**src/fault_snap_pkg.sv**
```systemverilog
// Package for the fault snapshot and configuration store block.
// Assumes a single 20 MHz clock domain and a command decoder upstream.
package fault_snap_pkg;
    localparam int unsigned CLK_HZ          = 20_000_000;
    localparam int unsigned SNAP_BYTES      = 22;
    localparam int unsigned CFG_WORDS       = 8;
    // Flash programming time in microseconds
    localparam int unsigned FLASH_MIN_US    = 700;
    localparam int unsigned FLASH_MAX_US    = 1400;
    // Neither figure is rounded; both convert exactly at 20 MHz
    localparam int unsigned FLASH_MIN_CYC   = (FLASH_MIN_US * (CLK_HZ / 1_000_000) + 0) ;
    localparam int unsigned FLASH_MAX_CYC   = (FLASH_MAX_US * (CLK_HZ / 1_000_000));
    localparam int unsigned SNAP_EN_BIT     = 1;
    // Monitor words in the snapshot, and the byte that holds the option word
    localparam int unsigned MON_WORDS       = 6;
    localparam int unsigned OPT_BYTE        = 12;
    localparam logic [7:0]  CTL_LOAD_FROM_NV = 8'h01;
    localparam logic [7:0]  CTL_SAVE_TO_NV   = 8'h02;
    localparam logic [7:0]  OPT_RESET        = 8'h00;
    localparam logic [1:0]  LEVEL_RESET      = 2'h0;
    typedef enum logic [1:0] {RESP_IGNORE, RESP_RETRY, RESP_SHUTDOWN} fault_resp_t;
    typedef enum {ST_INIT, ST_IDLE, ST_PROG, ST_LOAD} nv_state_t;
endpackage

```
**src/fault_snap_nv.sv**
```systemverilog
// Fault snapshot capture, snapshot flash store and configuration stores.
// Assumes the PMBus decoder presents commands as one-cycle strobes on sys_clk.
`timescale 1ns/10ps

module fault_snap_nv (
    input  wire logic        sys_clk,        // 20 MHz clock
    input  wire logic        sys_rst,        // Async reset, active high
    input  wire logic [7:0]  option_word,    // General option word
    input  wire logic        conv_enabled,   // Power conversion running
    input  wire logic        fault_event,    // Fault threshold exceeded, pulse
    input  wire logic [1:0]  fault_resp,     // Response configured for that fault
    input  wire logic        ctl_wr,         // Snapshot control write strobe
    input  wire logic [7:0]  ctl_data,       // Snapshot control value
    input  wire logic        snap_rd,        // Snapshot readout byte request
    input  wire logic [4:0]  snap_idx,       // Byte index in the block
    output logic      [7:0]  snap_data,      // Snapshot byte read out
    input  wire logic [15:0] mon_vin,        // Input voltage reading
    input  wire logic [15:0] mon_vout,       // Output voltage reading
    input  wire logic [15:0] mon_iout,       // Output current reading
    input  wire logic [15:0] mon_temp,       // Internal temperature reading
    input  wire logic [15:0] mon_freq,       // Switching frequency reading
    input  wire logic [15:0] mon_duty,       // Duty cycle reading
    input  wire logic [2:0]  mon_sel,        // Monitor quantity select
    output logic      [15:0] mon_data,       // Monitor readout
    input  wire logic        cfg_wr,         // Working setting write
    input  wire logic [2:0]  cfg_addr,       // Setting index
    input  wire logic [7:0]  cfg_wdata,      // Setting value
    input  wire logic        store_user,     // Save settings to user store
    input  wire logic        restore_user,   // Restore from user store
    input  wire logic        restore_default,// Revert working settings to factory
    input  wire logic [1:0]  user_level,     // Level made available to user
    input  wire logic [1:0]  need_level,     // Level required to restore
    output logic      [7:0]  cfg_rdata,      // Working setting read
    output logic             nv_busy,        // Flash programming in progress
    output logic             ready           // Initialization complete
);
    // ==========================================================
    // Storage
    logic [7:0] snap_ram_q [fault_snap_pkg::SNAP_BYTES];
    logic [7:0] snap_nv_q  [fault_snap_pkg::SNAP_BYTES];
    logic [7:0] cfg_q      [fault_snap_pkg::CFG_WORDS];
    logic [7:0] user_q     [fault_snap_pkg::CFG_WORDS];
    logic [7:0] dflt       [fault_snap_pkg::CFG_WORDS];
    logic [7:0] mon_bytes  [fault_snap_pkg::SNAP_BYTES];
    logic [7:0] snap_ram_d [fault_snap_pkg::SNAP_BYTES];
    logic [7:0] snap_nv_d  [fault_snap_pkg::SNAP_BYTES];
    logic [7:0] cfg_d      [fault_snap_pkg::CFG_WORDS];
    logic [7:0] user_d     [fault_snap_pkg::CFG_WORDS];
    // Monitor words in snapshot order: vin, vout, iout, temp, freq, duty
    logic [15:0] mon_word  [fault_snap_pkg::MON_WORDS];

    fault_snap_pkg::nv_state_t state_q, state_d;
    logic [15:0] cnt_q, cnt_d;
    logic        snap_en;
    logic        save_req;
    logic        restore_ok;
    logic        held_q, held_d;
    logic        save_start;
    logic        capture;
    logic        prog_done;
    logic [7:0]  snap_data_d;
    logic [15:0] mon_data_d;
    logic [7:0]  cfg_rdata_d;

    assign snap_en = option_word[fault_snap_pkg::SNAP_EN_BIT];
    // Only a shutdown response saves; retry saves nothing
    assign save_req = (snap_en && fault_event &&
                       fault_snap_pkg::fault_resp_t'(fault_resp) == fault_snap_pkg::RESP_SHUTDOWN) ||
                      (snap_en && ctl_wr && ctl_data == fault_snap_pkg::CTL_SAVE_TO_NV && !conv_enabled);
    assign restore_ok = user_level >= need_level;

    // Snapshot content: monitor words low byte first, then option word, zero padded
    always_comb begin
        mon_word[0] = mon_vin;
        mon_word[1] = mon_vout;
        mon_word[2] = mon_iout;
        mon_word[3] = mon_temp;
        mon_word[4] = mon_freq;
        mon_word[5] = mon_duty;
        for (int i = 0; i < fault_snap_pkg::SNAP_BYTES; i++) begin
            mon_bytes[i] = 8'h00;
        end
        for (int w = 0; w < fault_snap_pkg::MON_WORDS; w++) begin
            {mon_bytes[2 * w + 1], mon_bytes[2 * w]} = mon_word[w];
        end
        mon_bytes[fault_snap_pkg::OPT_BYTE] = option_word;
    end

    // Factory defaults; arbitrary neutral values
    genvar g;
    generate
        for (g = 0; g < fault_snap_pkg::CFG_WORDS; g++) begin : g_dflt
            assign dflt[g] = 8'(g);
        end
    endgenerate

    // ==========================================================
    // Sequencer
    // One operation at a time: requests arriving while busy or loading are dropped
    always_comb begin
        state_d = state_q;
        cnt_d   = cnt_q;
        case (state_q)
            fault_snap_pkg::ST_INIT: begin
                state_d = fault_snap_pkg::ST_IDLE;
            end
            fault_snap_pkg::ST_IDLE: begin
                if (save_req) begin
                    state_d = fault_snap_pkg::ST_PROG;
                    // Program time sits at the shortest figure; busy always lasts FLASH_MIN_CYC cycles
                    cnt_d   = 16'(fault_snap_pkg::FLASH_MIN_CYC - 1);
                end else if (snap_en && ctl_wr && ctl_data == fault_snap_pkg::CTL_LOAD_FROM_NV) begin
                    state_d = fault_snap_pkg::ST_LOAD;
                end
                // Other control values fall through untouched
            end
            fault_snap_pkg::ST_PROG: begin
                if (cnt_q == 16'h0000) begin
                    state_d = fault_snap_pkg::ST_IDLE;
                end else begin
                    cnt_d = cnt_q - 16'h0001;
                end
            end
            fault_snap_pkg::ST_LOAD: begin
                state_d = fault_snap_pkg::ST_IDLE;
            end
            default: state_d = fault_snap_pkg::ST_IDLE;
        endcase
    end

    // Reset parks the sequencer in init so stored settings load first
    always_ff @(posedge sys_clk or posedge sys_rst) begin
        if (sys_rst) begin
            state_q <= fault_snap_pkg::ST_INIT;
            cnt_q   <= 16'h0000;
        end else begin
            state_q <= state_d;
            cnt_q   <= cnt_d;
        end
    end

    // Busy is decoded from state, so it rises the cycle after the request
    assign nv_busy = (state_q == fault_snap_pkg::ST_PROG);
    assign ready   = (state_q != fault_snap_pkg::ST_INIT);

    // ==========================================================
    // Snapshot RAM and flash image
    // Capture is frozen while programming so the image is coherent.
    // A loaded image must stay put for the host, so live capture
    // waits until a save begins or capture is switched off.
    always_comb begin
        held_d = held_q;
        // Set wins if a load and a capture switch-off coincide
        if (state_q == fault_snap_pkg::ST_LOAD) begin
            held_d = 1'b1;
        end else if (!snap_en || save_start) begin
            held_d = 1'b0;
        end
    end

    always_ff @(posedge sys_clk or posedge sys_rst) begin
        if (sys_rst) begin
            held_q <= 1'b0;
        end else begin
            held_q <= held_d;
        end
    end

    // Live capture stops once a save is requested so the saved image matches the fault
    assign save_start = (state_q == fault_snap_pkg::ST_IDLE) && save_req;
    assign capture    = snap_en && !held_q && !save_req &&
                        (state_q == fault_snap_pkg::ST_IDLE);
    assign prog_done  = (state_q == fault_snap_pkg::ST_PROG) && (cnt_q == 16'h0000);

    // The flash image is only a register here, so it does not survive reset
    generate
        for (g = 0; g < fault_snap_pkg::SNAP_BYTES; g++) begin : g_snap
            always_comb begin
                snap_ram_d[g] = snap_ram_q[g];
                snap_nv_d[g]  = snap_nv_q[g];
                if (state_q == fault_snap_pkg::ST_LOAD) begin
                    snap_ram_d[g] = snap_nv_q[g];
                end else if (capture) begin
                    snap_ram_d[g] = mon_bytes[g];
                end
                if (prog_done) begin
                    snap_nv_d[g] = snap_ram_q[g];
                end
            end

            always_ff @(posedge sys_clk or posedge sys_rst) begin
                if (sys_rst) begin
                    snap_ram_q[g] <= 8'h00;
                    snap_nv_q[g]  <= 8'h00;
                end else begin
                    snap_ram_q[g] <= snap_ram_d[g];
                    snap_nv_q[g]  <= snap_nv_d[g];
                end
            end
        end
    endgenerate

    // ==========================================================
    // Snapshot readout, served in any state
    // The last byte stays on the port until the next request
    always_comb begin
        snap_data_d = snap_data;
        if (snap_rd) begin
            snap_data_d = (snap_idx < 5'(fault_snap_pkg::SNAP_BYTES)) ? snap_ram_q[snap_idx] : 8'h00;
        end
    end

    always_ff @(posedge sys_clk or posedge sys_rst) begin
        if (sys_rst) begin
            snap_data <= 8'h00;
        end else begin
            snap_data <= snap_data_d;
        end
    end

    // ==========================================================
    // Monitor readout
    // Unused select codes read zero rather than a stale word
    always_comb begin
        mon_data_d = 16'h0000;
        if (mon_sel < 3'(fault_snap_pkg::MON_WORDS)) begin
            mon_data_d = mon_word[mon_sel];
        end
    end

    always_ff @(posedge sys_clk or posedge sys_rst) begin
        if (sys_rst) begin
            mon_data <= 16'h0000;
        end else begin
            mon_data <= mon_data_d;
        end
    end

    // ==========================================================
    // Configuration stores
    // Init leaves working settings at the user store, which starts at defaults
    generate
        for (g = 0; g < fault_snap_pkg::CFG_WORDS; g++) begin : g_cfg
            // Default restore wins over user restore, and either over a plain write
            always_comb begin
                cfg_d[g]  = cfg_q[g];
                user_d[g] = user_q[g];
                if (state_q == fault_snap_pkg::ST_INIT) begin
                    cfg_d[g]  = dflt[g];
                    user_d[g] = dflt[g];
                end else if (restore_default && restore_ok) begin
                    cfg_d[g] = dflt[g];
                end else if (restore_user && restore_ok) begin
                    cfg_d[g] = user_q[g];
                end else if (cfg_wr && cfg_addr == 3'(g)) begin
                    cfg_d[g] = cfg_wdata;
                end
                if (store_user && state_q != fault_snap_pkg::ST_INIT) begin
                    user_d[g] = cfg_q[g];
                end
            end

            always_ff @(posedge sys_clk or posedge sys_rst) begin
                if (sys_rst) begin
                    cfg_q[g]  <= 8'h00;
                    user_q[g] <= 8'h00;
                end else begin
                    cfg_q[g]  <= cfg_d[g];
                    user_q[g] <= user_d[g];
                end
            end
        end
    endgenerate

    // Setting read port, one cycle behind the address
    always_comb begin
        cfg_rdata_d = cfg_q[cfg_addr];
    end

    always_ff @(posedge sys_clk or posedge sys_rst) begin
        if (sys_rst) begin
            cfg_rdata <= 8'h00;
        end else begin
            cfg_rdata <= cfg_rdata_d;
        end
    end
endmodule // fault_snap_nv

```
**config.mk**
```make
export PLATFORM = sky130hd
export DESIGN_NAME = fault_snap_nv
export DESIGN_NICKNAME = d
export VERILOG_FILES = /design/src/fault_snap_pkg.sv /design/src/fault_snap_nv.sv
export SDC_FILE = /design/constraint.sdc
export NUM_CORES = 1
export LEC_CHECK = 0
export BUFFER_PORTS_ARGS = -buffer_cell sky130_fd_sc_hd__buf_2
export CAP_MARGIN = 10
export CORE_MARGIN = 4
export CORE_UTILIZATION = 50
export CTS_BUF_LIST = sky130_fd_sc_hd__clkbuf_8
export CTS_CLUSTER_SIZE = 14
export DETAILED_ROUTE_END_ITERATION = 16
export PLACE_DENSITY = 0.68
export SLEW_MARGIN = 10
export SYNTH_ARGS = -nofsm -noshare
export SYNTH_HDL_FRONTEND = slang
export SYNTH_SLANG_ARGS = --single-unit
```
**constraint.sdc**
```tcl
create_clock -name sys_clk -period 24.1 [get_ports sys_clk]
set_input_delay 0 -clock sys_clk [delete_from_list [all_inputs] [get_ports sys_clk]]
set_output_delay 0 -clock sys_clk [all_outputs]
set_load 0.05 [all_outputs]
```
==> results.cfg, run 1 <==
[drt]
drtPass1Iterations = 5
vias_per_cell = 5.75
drt_iter0_drc = 1641
wl_met3_um = 3700
met1_length_um = 28300
wire_per_inst_um = 21.4
totalWireLength_um = 65900
vias = 17800
top_layer_used = met5
wl_met2_um = 32000
drc = 0
detail-route-antenna-nets = 0

[final_layout]
final_common_cell = dfrtp_1
seq_area_sq_um = 13300
fillers = 3845
area_growth_pct = 17.6
final_cell_mix = dfrtp_1 (531), nand2_1 (308), mux2i_1 (234)
multi_input_area_sq_um = 10800
nNetsFinal = 2507
drive_above_1_share = 0.243

[floorplan]
die_h_um = 231
die_area_sq_um = 53600
ios = 181
die_w_um = 231
start_util = 0.508
core_area_sq_um = 49200
row_count = 81

[clock_network]
cts_resized = 0
clock_path_buffers = 3
cts_tree = done
ctsHtreeMaxLevel = 3
clk_latency_ns = 0.67
cts_sinks = 531
root_buffer = clkbuf_8
cts_setup_buffers = 0
path_clk_slew_ns = 0.06
cts_buffers = 88

[power_and_ir_drop]
pwr-share-clk = 0.369
ir_drop_v = 0.0000474
p_int_w = 0.00157
seqPwrFrac = 0.479
power_density_nw_per_um2 = 75.1
p_sw_w = 0.000634
switching_share = 0.288
p_leak_nw = 14.7
p_comb_frac = 0.152

[synthesis]
synthCells = 2094
synth_mux_area_frac = 0.251
synthAdderAreaFrac = 0.00150
ys_ff_latch = 531
synth_warnings = 0
synth_cell_types = 54
synth_top_area_cell = dfrtp_1
synth_xor_area_frac = 0.00210
synth_edf_count = 0
synth_simple_gate_area_frac = 0.102
synth.top_cells.by_area = dfrtp_1 (53%), mux2i_1 (9.4%), mux2_4 (8.4%)
syn_avg_cell_area_sq_um = 11.9
synth_ff_type = dfrtp_1
async_flop_share = 1.00
yosysSeqAreaShare = 0.532
yosysTopAreaCellShare = 0.532
synth_top_family_by_area = multiplexers
synth-compound-area-share = 0.0745
netlist_area_sq_um = 25000
synthesis.nets = 2244

[status]
status = completed

[global_route]
grt_usage = 0.247
grt_overflow = 0
grt_max_degree = 280
antenna_found_initial = 6
grt_pass1_wl_um = 105000
grt_pass1_vias = 18400

[min_path]
min_path_type = input port to asynchronous set/reset pin

[sta]
period_share = 0.164
setup_violations = 0
slew_headroom = 0.125
finClkSkew_ns = 0.0434
slew_viol_final = 0
fin_crit_ns = 3.94
rsz0062_at_grt = false
setup_tns_ns = 0
max_freq_mhz = 254
hold_slack_ns = 0.000130
hold_viol = 0
worstMarginPinSlew_ns = 1.31

[placement]
routabilityCongestion = 0.811
place_hpwl_um = 39400
io_buffers = 180

[worst_setup_path]
cp-start-kind = register
required_ns = 24.62
cp-end-kind = register
crit_arrival_ns = 4.46
startpoint = cnt_q[0]$_DFFE_PP0P_
crit_fanout = 46
timing_worst_setup_path_type = register to register
timing.rr.start = cnt_q[0]$_DFFE_PP0P_

[run]
maxCapViolations = 0
## state kept, by name, indices dropped and copies added (netlist names)
| signal | flops |
|---|---|
| snap_nv_q | 176 |
| snap_ram_q | 176 |
| cfg_q | 64 |
| user_q | 64 |
| cnt_q | 16 |
| mon_data | 16 |
| cfg_rdata | 8 |
| snap_data | 8 |
| state_q | 2 |
| held_q | 1 |
## cell usage after synthesis, types with 2 or more instances
master,number
buf_6,16
dfrtp_1,531
a22oi_1,12
nor4_1,6
a311oi_1,2
or2_2,2
buf_1,21
or3_1,2
o31ai_1,44
nor2_1,69
nor3b_1,3
a31oi_1,4
and2_1,3
a211oi_1,2
mux2_4,140
a21o_1,3
mux4_2,58
nand4_1,47
a21boi_1,5
buf_2,30
clkbuf_1,93
nor2b_1,13
o221ai_1,14
nand2_1,309
nand3_1,80
a21boi_0,4
and3_1,15
o22ai_1,28
mux2i_1,234
a221o_1,7
ha_1,3
nor3_1,4
inv_1,44
o21ai_0,118
nand2b_1,5
xnor2_1,6
a21oi_1,56
mux2_2,45
## worst max-delay path, cell delays in order, from the launching register on
cell and delay [ns]:
dfrtp_1 0.42, inv_1 0.08, ha_1 0.19, nor3b_1 0.50, nand2_1 0.18, inv_1 0.15, nand3_4 0.67, buf_4 0.68
buf_4 0.46, mux2_4 0.37
## metrics by stage
step | instances | area, sq um | total power (W) | worst slack (ns) | utilization
floorplan | 2094 | 25000 | 0.00127 | 9.26 | -
global placement | 2794 | 26200 | 0.00137 | 20.28 | 0.532
detailed placement | 2794 | 26200 | 0.00138 | 20.21 | 0.532
CTS | 3082 | 29400 | 0.00222 | 20.17 | 0.597
global route | 3085 | 29400 | 0.00231 | 19.94 | 0.597
finish | 3088 | 29400 | 0.00221 | 20.16 | 0.598
## final cells by class
type,count,share of cell area
Sequential cell,531,0.452
Tap cell,664,0.0283
Clock buffer,119,0.0558
Inverter,44,0.00588
Antenna cell,6,0.000511
Multi-Input combinational cell,1359,0.368
Clock inverter,32,0.00639
Timing Repair Buffer,333,0.0829
## repair_timing
item	4_1_cts	5_1_grt
hold endpoints to repair	307	0
endpoints found under the setup margin	0	0
hold buffers	137	0
## metal layers
metal,track usage,up-vias
met5,0,-
met4,0.0819,4
met3,0.0509,131
met2,0.393,534
met1,0.341,9064
li1,-,8022
## power by group through the flow
stage	combinational [W]	clock (W)	sequential, W
after floorplan	0.000201	0	0.00107
after CTS	0.000336	0.000830	0.00105
final	0.000335	0.000814	0.00106
after global placement	0.000308	0	0.00106
after detailed placement	0.000316	0	0.00107
after global routing	0.000365	0.000876	0.00107
## cells by family (layout without fill, tap and decap cells)
group | after synthesis | in the layout
AO/OA/AOI/OAI | 305 | 305
XOR/XNOR | 6 | 6
adder cells (fa/ha/maj) | 3 | 3
multiplexers | 477 | 477
other | 0 | 6
buffers and inverters | 204 | 528
flip-flops | 531 | 531
AND/OR/NAND/NOR | 568 | 568
## path summary, 6_finish.rpt
kind	end	slack, ns	depth (start not counted)
max	snap_nv_q[30]$_DFFE_PP0P_	20.16	9
min	cnt_q[12]$_DFFE_PP0P_	0.0001	3
max reg2reg	snap_nv_q[30]$_DFFE_PP0P_	20.16	9
min reg2reg	snap_ram_q[46]$_DFFE_PP0P_	0.44	2
max in group asynchronous	snap_ram_q[19]$_DFFE_PP0P_	21.55	5
min in group sys_clk	snap_data[3]$_DFFE_PP0P_	0.09	5
Note: power is estimated with default switching activity, not from simulation.
==> run 2, diff against run 1 <==
--- a/config.mk
+++ b/config.mk
@@ -12,7 +12,7 @@
 export CTS_BUF_LIST = sky130_fd_sc_hd__clkbuf_8
 export CTS_CLUSTER_SIZE = 14
 export DETAILED_ROUTE_END_ITERATION = 16
-export PLACE_DENSITY = 0.68
+export PLACE_DENSITY = 0.71
 export SLEW_MARGIN = 10
 export SYNTH_ARGS = -nofsm -noshare
 export SYNTH_HDL_FRONTEND = slang
==> constraint.sdc (replaced) <==
create_clock -name sys_clk -period 3.2 [get_ports sys_clk]
set_input_delay 0 -clock sys_clk [delete_from_list [all_inputs] [get_ports sys_clk]]
set_output_delay 0 -clock sys_clk [all_outputs]
set_load 0.05 [all_outputs]
==> results.cfg, run 2 (synthesis gave the netlist of run 1 again) <==
[sta]
fin_crit_ns = 2.82
worstMarginPinSlew_ns = 1.17
slew_headroom = 0.219
fin_ws_ns = 0.378
rsz0062_at_grt = false
hold_viol = 0
finClkSkew_ns = 0.0469
max_freq_mhz = 354
period_share = 0.882
setup_violations = 0
slew_viol_final = 0

[global_route]
grt_pass1_wl_um = 108000
grt_pass1_vias = 19300
grt_max_degree = 169
antenna_found_initial = 5
grt_usage = 0.252
grt_overflow = 0

[power_and_ir_drop]
power_density_nw_per_um2 = 556
ir_drop_v = 0.000377
p_leak_nw = 15.0

[final_layout]
final_common_cell = dfrtp_1
drive_above_1_share = 0.251
reg.largest.list = snap_nv_q (176), snap_ram_q (176)
utilization = 0.608
final_cell_mix = dfrtp_1 (531), nand2_1 (308), mux2i_1 (234)
nNetsFinal = 2555
area_growth_pct = 19.6
design_area_sq_um = 29900

[placement]
placed_area_sq_um = 26600
routabilityCongestion = 0.842
preCtsSetupSlack_ns = 0.435
place_hpwl_um = 42000
io_buffers = 180

[worst_setup_path]
cp-start-kind = register
reg2reg_setup_slack_ns = 0.38
crit_arrival_ns = 3.38
rr_endpoint = snap_nv_q[125]$_DFFE_PP0P_
worstRegToRegCells = 8
required_ns = 3.76
cp-end-kind = register
crit_end = snap_nv_q[125]$_DFFE_PP0P_
crit_fanout = 18
timing_worst_setup_path_type = register to register
startpoint = cnt_q[0]$_DFFE_PP0P_
timing.rr.start = cnt_q[0]$_DFFE_PP0P_

[clock_network]
clk_latency_ns = 0.69
cts_sinks = 531
path_clk_slew_ns = 0.06
ctsHtreeMaxLevel = 3
clock_path_buffers = 3
cts_resized = 0
root_buffer = clkbuf_8
cts_buffers = 89
cts_tree = done

[floorplan]
die_area_sq_um = 53600
ios = 181
die_w_um = 231
die_h_um = 231
start_util = 0.508
core_area_sq_um = 49200
row_count = 81

[drt]
detail-route-antenna-nets = 0
vias_per_cell = 5.78
drt_iter0_drc = 1620
drtPass1Iterations = 5
totalWireLength_um = 67500
vias = 18100
drc = 0
wire_per_inst_um = 21.5

[min_path]
min_path_type = input port to asynchronous set/reset pin

[run]
maxCapViolations = 0

[status]
status = completed
-- run 2: power by group --
part           internal (W)  switching (W)
Combinational       0.00109        0.00153
Clock               0.00322        0.00282
Sequential          0.00741       0.000537
-- run 2: what timing repair did --
| action | CTS | global route |
|---|---|---|
| buffers inserted | 0 | 0 |
| hold buffers | 144 | 0 |
| setup endpoints to repair | 0 | 0 |
| hold endpoints to repair | 229 | 0 |
-- run 2: layout make-up --
cell class / instances / area [sq um]
Antenna cell: 3 / 7.51
Clock buffer: 111 / 1530
Clock inverter: 45 / 249
Fill cell: 3797 / 19300
Inverter: 44 / 169
Multi-Input combinational cell: 1359 / 10800
Sequential cell: 531 / 13300
Tap cell: 664 / 831
Timing Repair Buffer: 380 / 2990
-- run 2: metrics by stage --
stage / std cells / total power (W) / hold slack (ns) / setup TNS (ns)
2_1_floorplan: 2094 / 0.00960 / 0.136 / -2133.60
3_3_place_gp: 2834 / 0.0104 / 0.222 / 0
3_5_place_dp: 2834 / 0.0105 / 0.223 / 0
4_1_cts: 3134 / 0.0167 / 0.00642 / 0
5_1_grt: 3135 / 0.0173 / 0.0717 / 0
6_report: 3137 / 0.0166 / 0.0667 / 0
-- run 2: worst min path at each step --
stage / from / to / slack [ns] / cells after the start
3_5_place_dp: sys_rst / cnt_q[5]$_DFFE_PP0P_ / 0.22 / 2
2_1_floorplan: option_word[1] / held_q$_DFFE_PP0P_ / 0.14 / 2
4_1_cts: fault_resp[1] / cnt_q[13]$_DFFE_PP0P_ / 0.006 / 5
5_1_grt: snap_idx[4] / snap_data[0]$_DFFE_PP0P_ / 0.07 / 4
6_report: sys_rst / cnt_q[10]$_DFFE_PP0P_ / 0.07 / 3
3_3_place_gp: sys_rst / cnt_q[5]$_DFFE_PP0P_ / 0.22 / 2
-- run 2: worst max-delay path, stage by stage (launching register included) --
cell and delay (ns):
dfrtp_1 0.42, inv_1 0.08, ha_1 0.20, nor3b_1 0.47, nand2_1 0.18, inv_1 0.16, nand3_4 0.42, buf_4 0.43
mux2_4 0.33
-- run 2: metal layers --
layer | part of all wire | track usage | vias up
met5 | 0.00040 | 0 | -
met4 | 0.039 | 0.108 | 4
met2 | 0.48 | 0.407 | 653
met1 | 0.42 | 0.335 | 9194
met3 | 0.060 | 0.0510 | 153
li1 | - | - | 8115
==> run 3, diff against run 2 <==
--- a/config.mk
+++ b/config.mk
@@ -9,7 +9,7 @@
 export CAP_MARGIN = 10
 export CORE_MARGIN = 4
 export CORE_UTILIZATION = 50
-export CTS_BUF_LIST = sky130_fd_sc_hd__clkbuf_8
+export CTS_BUF_LIST = sky130_fd_sc_hd__clkbuf_2
 export CTS_CLUSTER_SIZE = 14
 export DETAILED_ROUTE_END_ITERATION = 16
 export PLACE_DENSITY = 0.71
==> results.cfg, run 3 (synthesis gave the netlist of run 1 again) <==
[drt]
wire_per_inst_um = 22.3
totalWireLength_um = 76800
vias_per_cell = 5.85
vias = 20200
drt_iter0_drc = 1864
drtPass1Iterations = 6
detail-route-antenna-nets = 0
drc = 0

[sta]
slew_viol_final = 0
fin_crit_ns = 3.23
max_freq_mhz = 309
period_share = 1.01
rsz0062_at_grt = false
slew_headroom = 0.254
setup_tns_ns = -0.0340
hold_slack_ns = 0.125
fin_ws_ns = -0.0340
hold_viol = 0
finClkSkew_ns = 0.114
setup_violations = 1
worstMarginPinSlew_ns = 1.11

[power_and_ir_drop]
power_density_nw_per_um2 = 501
pwr-share-clk = 0.306
p_comb_frac = 0.192
p_int_w = 0.0107
switching_share = 0.325
p_sw_w = 0.00517
seqPwrFrac = 0.502
p_leak_nw = 15.9
ir_drop_v = 0.000339

[worst_setup_path]
cp_cell_sequence = dlygate4sd3_1 -> buf_2 -> dlygate4sd3_1 -> nand4b_1 -> dlygate4sd3_1 -> dlygate4sd3_1 -> nand3_4 -> buf_12 -> mux2i_1 -> dlygate4sd3_1 -> o21ai_0
crit_fanout = 19
critPathMaxStageDelay_ns = 0.69
cpMostUsedCell = dlygate4sd3_1
crit_arrival_ns = 4.38
timing_worst_setup_path_type = input port to register
required_ns = 4.35
cp-end-kind = register
cp-start-kind = input port
slowest_stage = dlygate4sd3_1

[final_layout]
reg.largest.list = snap_nv_q (176), snap_ram_q (176)
final_common_cell = dfrtp_1
final_cell_mix = dfrtp_1 (531), dlygate4sd3_1 (367), nand2_1 (308)
fillers = 3563
drive_above_1_share = 0.254
nNetsFinal = 2831
design_area_sq_um = 31700
area_growth_pct = 26.9

[global_route]
grt_usage = 0.286
antenna_found_initial = 8
grt_pass1_wl_um = 121000
grt_max_degree = 169
grt_pass1_vias = 21700
grt_overflow = 0

[floorplan]
start_util = 0.508
ios = 181
die_w_um = 231
die_area_sq_um = 53600
row_count = 81
core_area_sq_um = 49200
die_h_um = 231

[clock_network]
cts_buffers = 138
clk_latency_ns = 1.31
cts_sinks = 531
cts_setup_buffers = 0
path_clk_slew_ns = 0.09
cts_tree = done
clock_path_buffers = 3
ctsHtreeMaxLevel = 4
root_buffer = clkbuf_2

[placement]
preCtsSetupSlack_ns = 0.435
place_hpwl_um = 42000
io_buffers = 180
routabilityCongestion = 0.842
placed_area_sq_um = 26600

[status]
violations = negative setup slack
status = finished, violations left

[run]
maxCapViolations = 0

[min_path]
min_path_type = input port to register
-- run 3: changes by cell type in the layout (fill, tap and decap cells not counted), moves of 5 or more --
cell,change
clkinv_2,-5
clkbuf_2,+192
inv_1,-30
diode_2,+8
clkinv_1,+27
clkbuf_8,-111
dlygate4sd3_1,+223
-- run 3: layer usage --
layer	wire length, um	vias to the layer above	track usage
met3	5240	276	0.0658
met2	37700	1051	0.470
li1	-	8731	-
met5	13	-	0
met4	4020	2	0.161
met1	29800	10100	0.350
-- run 3: final timing paths --
check	startpoint	end	slack (ns)	cells after the start
worst max-delay path	option_word[1]	snap_ram_q[148]$_DFFE_PP0P_	-0.03	11
max in group asynchronous	sys_rst	snap_nv_q[117]$_DFFE_PP0P_	1.27	6
worst min-delay path	option_word[3]	snap_ram_q[75]$_DFFE_PP0P_	0.13	5
worst max register to register	state_q[1]$_DFFE_PP0P_	cfg_q[63]$_DFFE_PP0P_	0.21	6
min in group asynchronous	sys_rst	snap_nv_q[145]$_DFFE_PP0P_	0.65	5
worst min register to register	snap_nv_q[78]$_DFFE_PP0P_	snap_ram_q[78]$_DFFE_PP0P_	0.43	2
-- run 3: final cells by class --
cell class                      count  area [sq um]  share of cell area
Clock buffer                      192           961              0.0303
Sequential cell                   531         13300               0.419
Timing Repair Buffer              607          5300               0.167
Tap cell                          664           831              0.0262
Clock inverter                     39           273             0.00861
Inverter                           44           169             0.00533
Multi-Input combinational cell   1359         10800               0.342
Antenna cell                       11          27.5            0.000869
-- run 3: power groups by stage --
stage,Clock [W],Sequential [W],Combinational [W]
finish,0.00486,0.00797,0.00305
global route,0.00531,0.00803,0.00326
CTS,0.00491,0.00792,0.00294
detailed placement,0,0.00805,0.00245
global placement,0,0.00800,0.00238
floorplan,0,0.00809,0.00151
-- run 3: repair_timing --
action | in CTS | in global routing
pin swaps | 0 | 1
hold buffers | 371 | 1
gates resized for setup | 1 | 6
hold endpoints to repair | 853 | 4
setup endpoints to repair | 1 | 18
-- run 3: worst max-delay path: cells and delay by family --
kind	cells	cell delay, ns
compound gates	1	0.27
buf+inv	7	3.42
mux	1	0.14
simple gates	2	0.54
-- run 3: stage by stage --
stage,total power (W),util,std cells
final,0.0159,0.644,3447
after global routing,0.0166,0.644,3441
after CTS,0.0158,0.643,3436
after detailed placement,0.0105,0.542,2834
after global placement,0.0104,0.542,2834
after floorplan,0.00960,-,2094
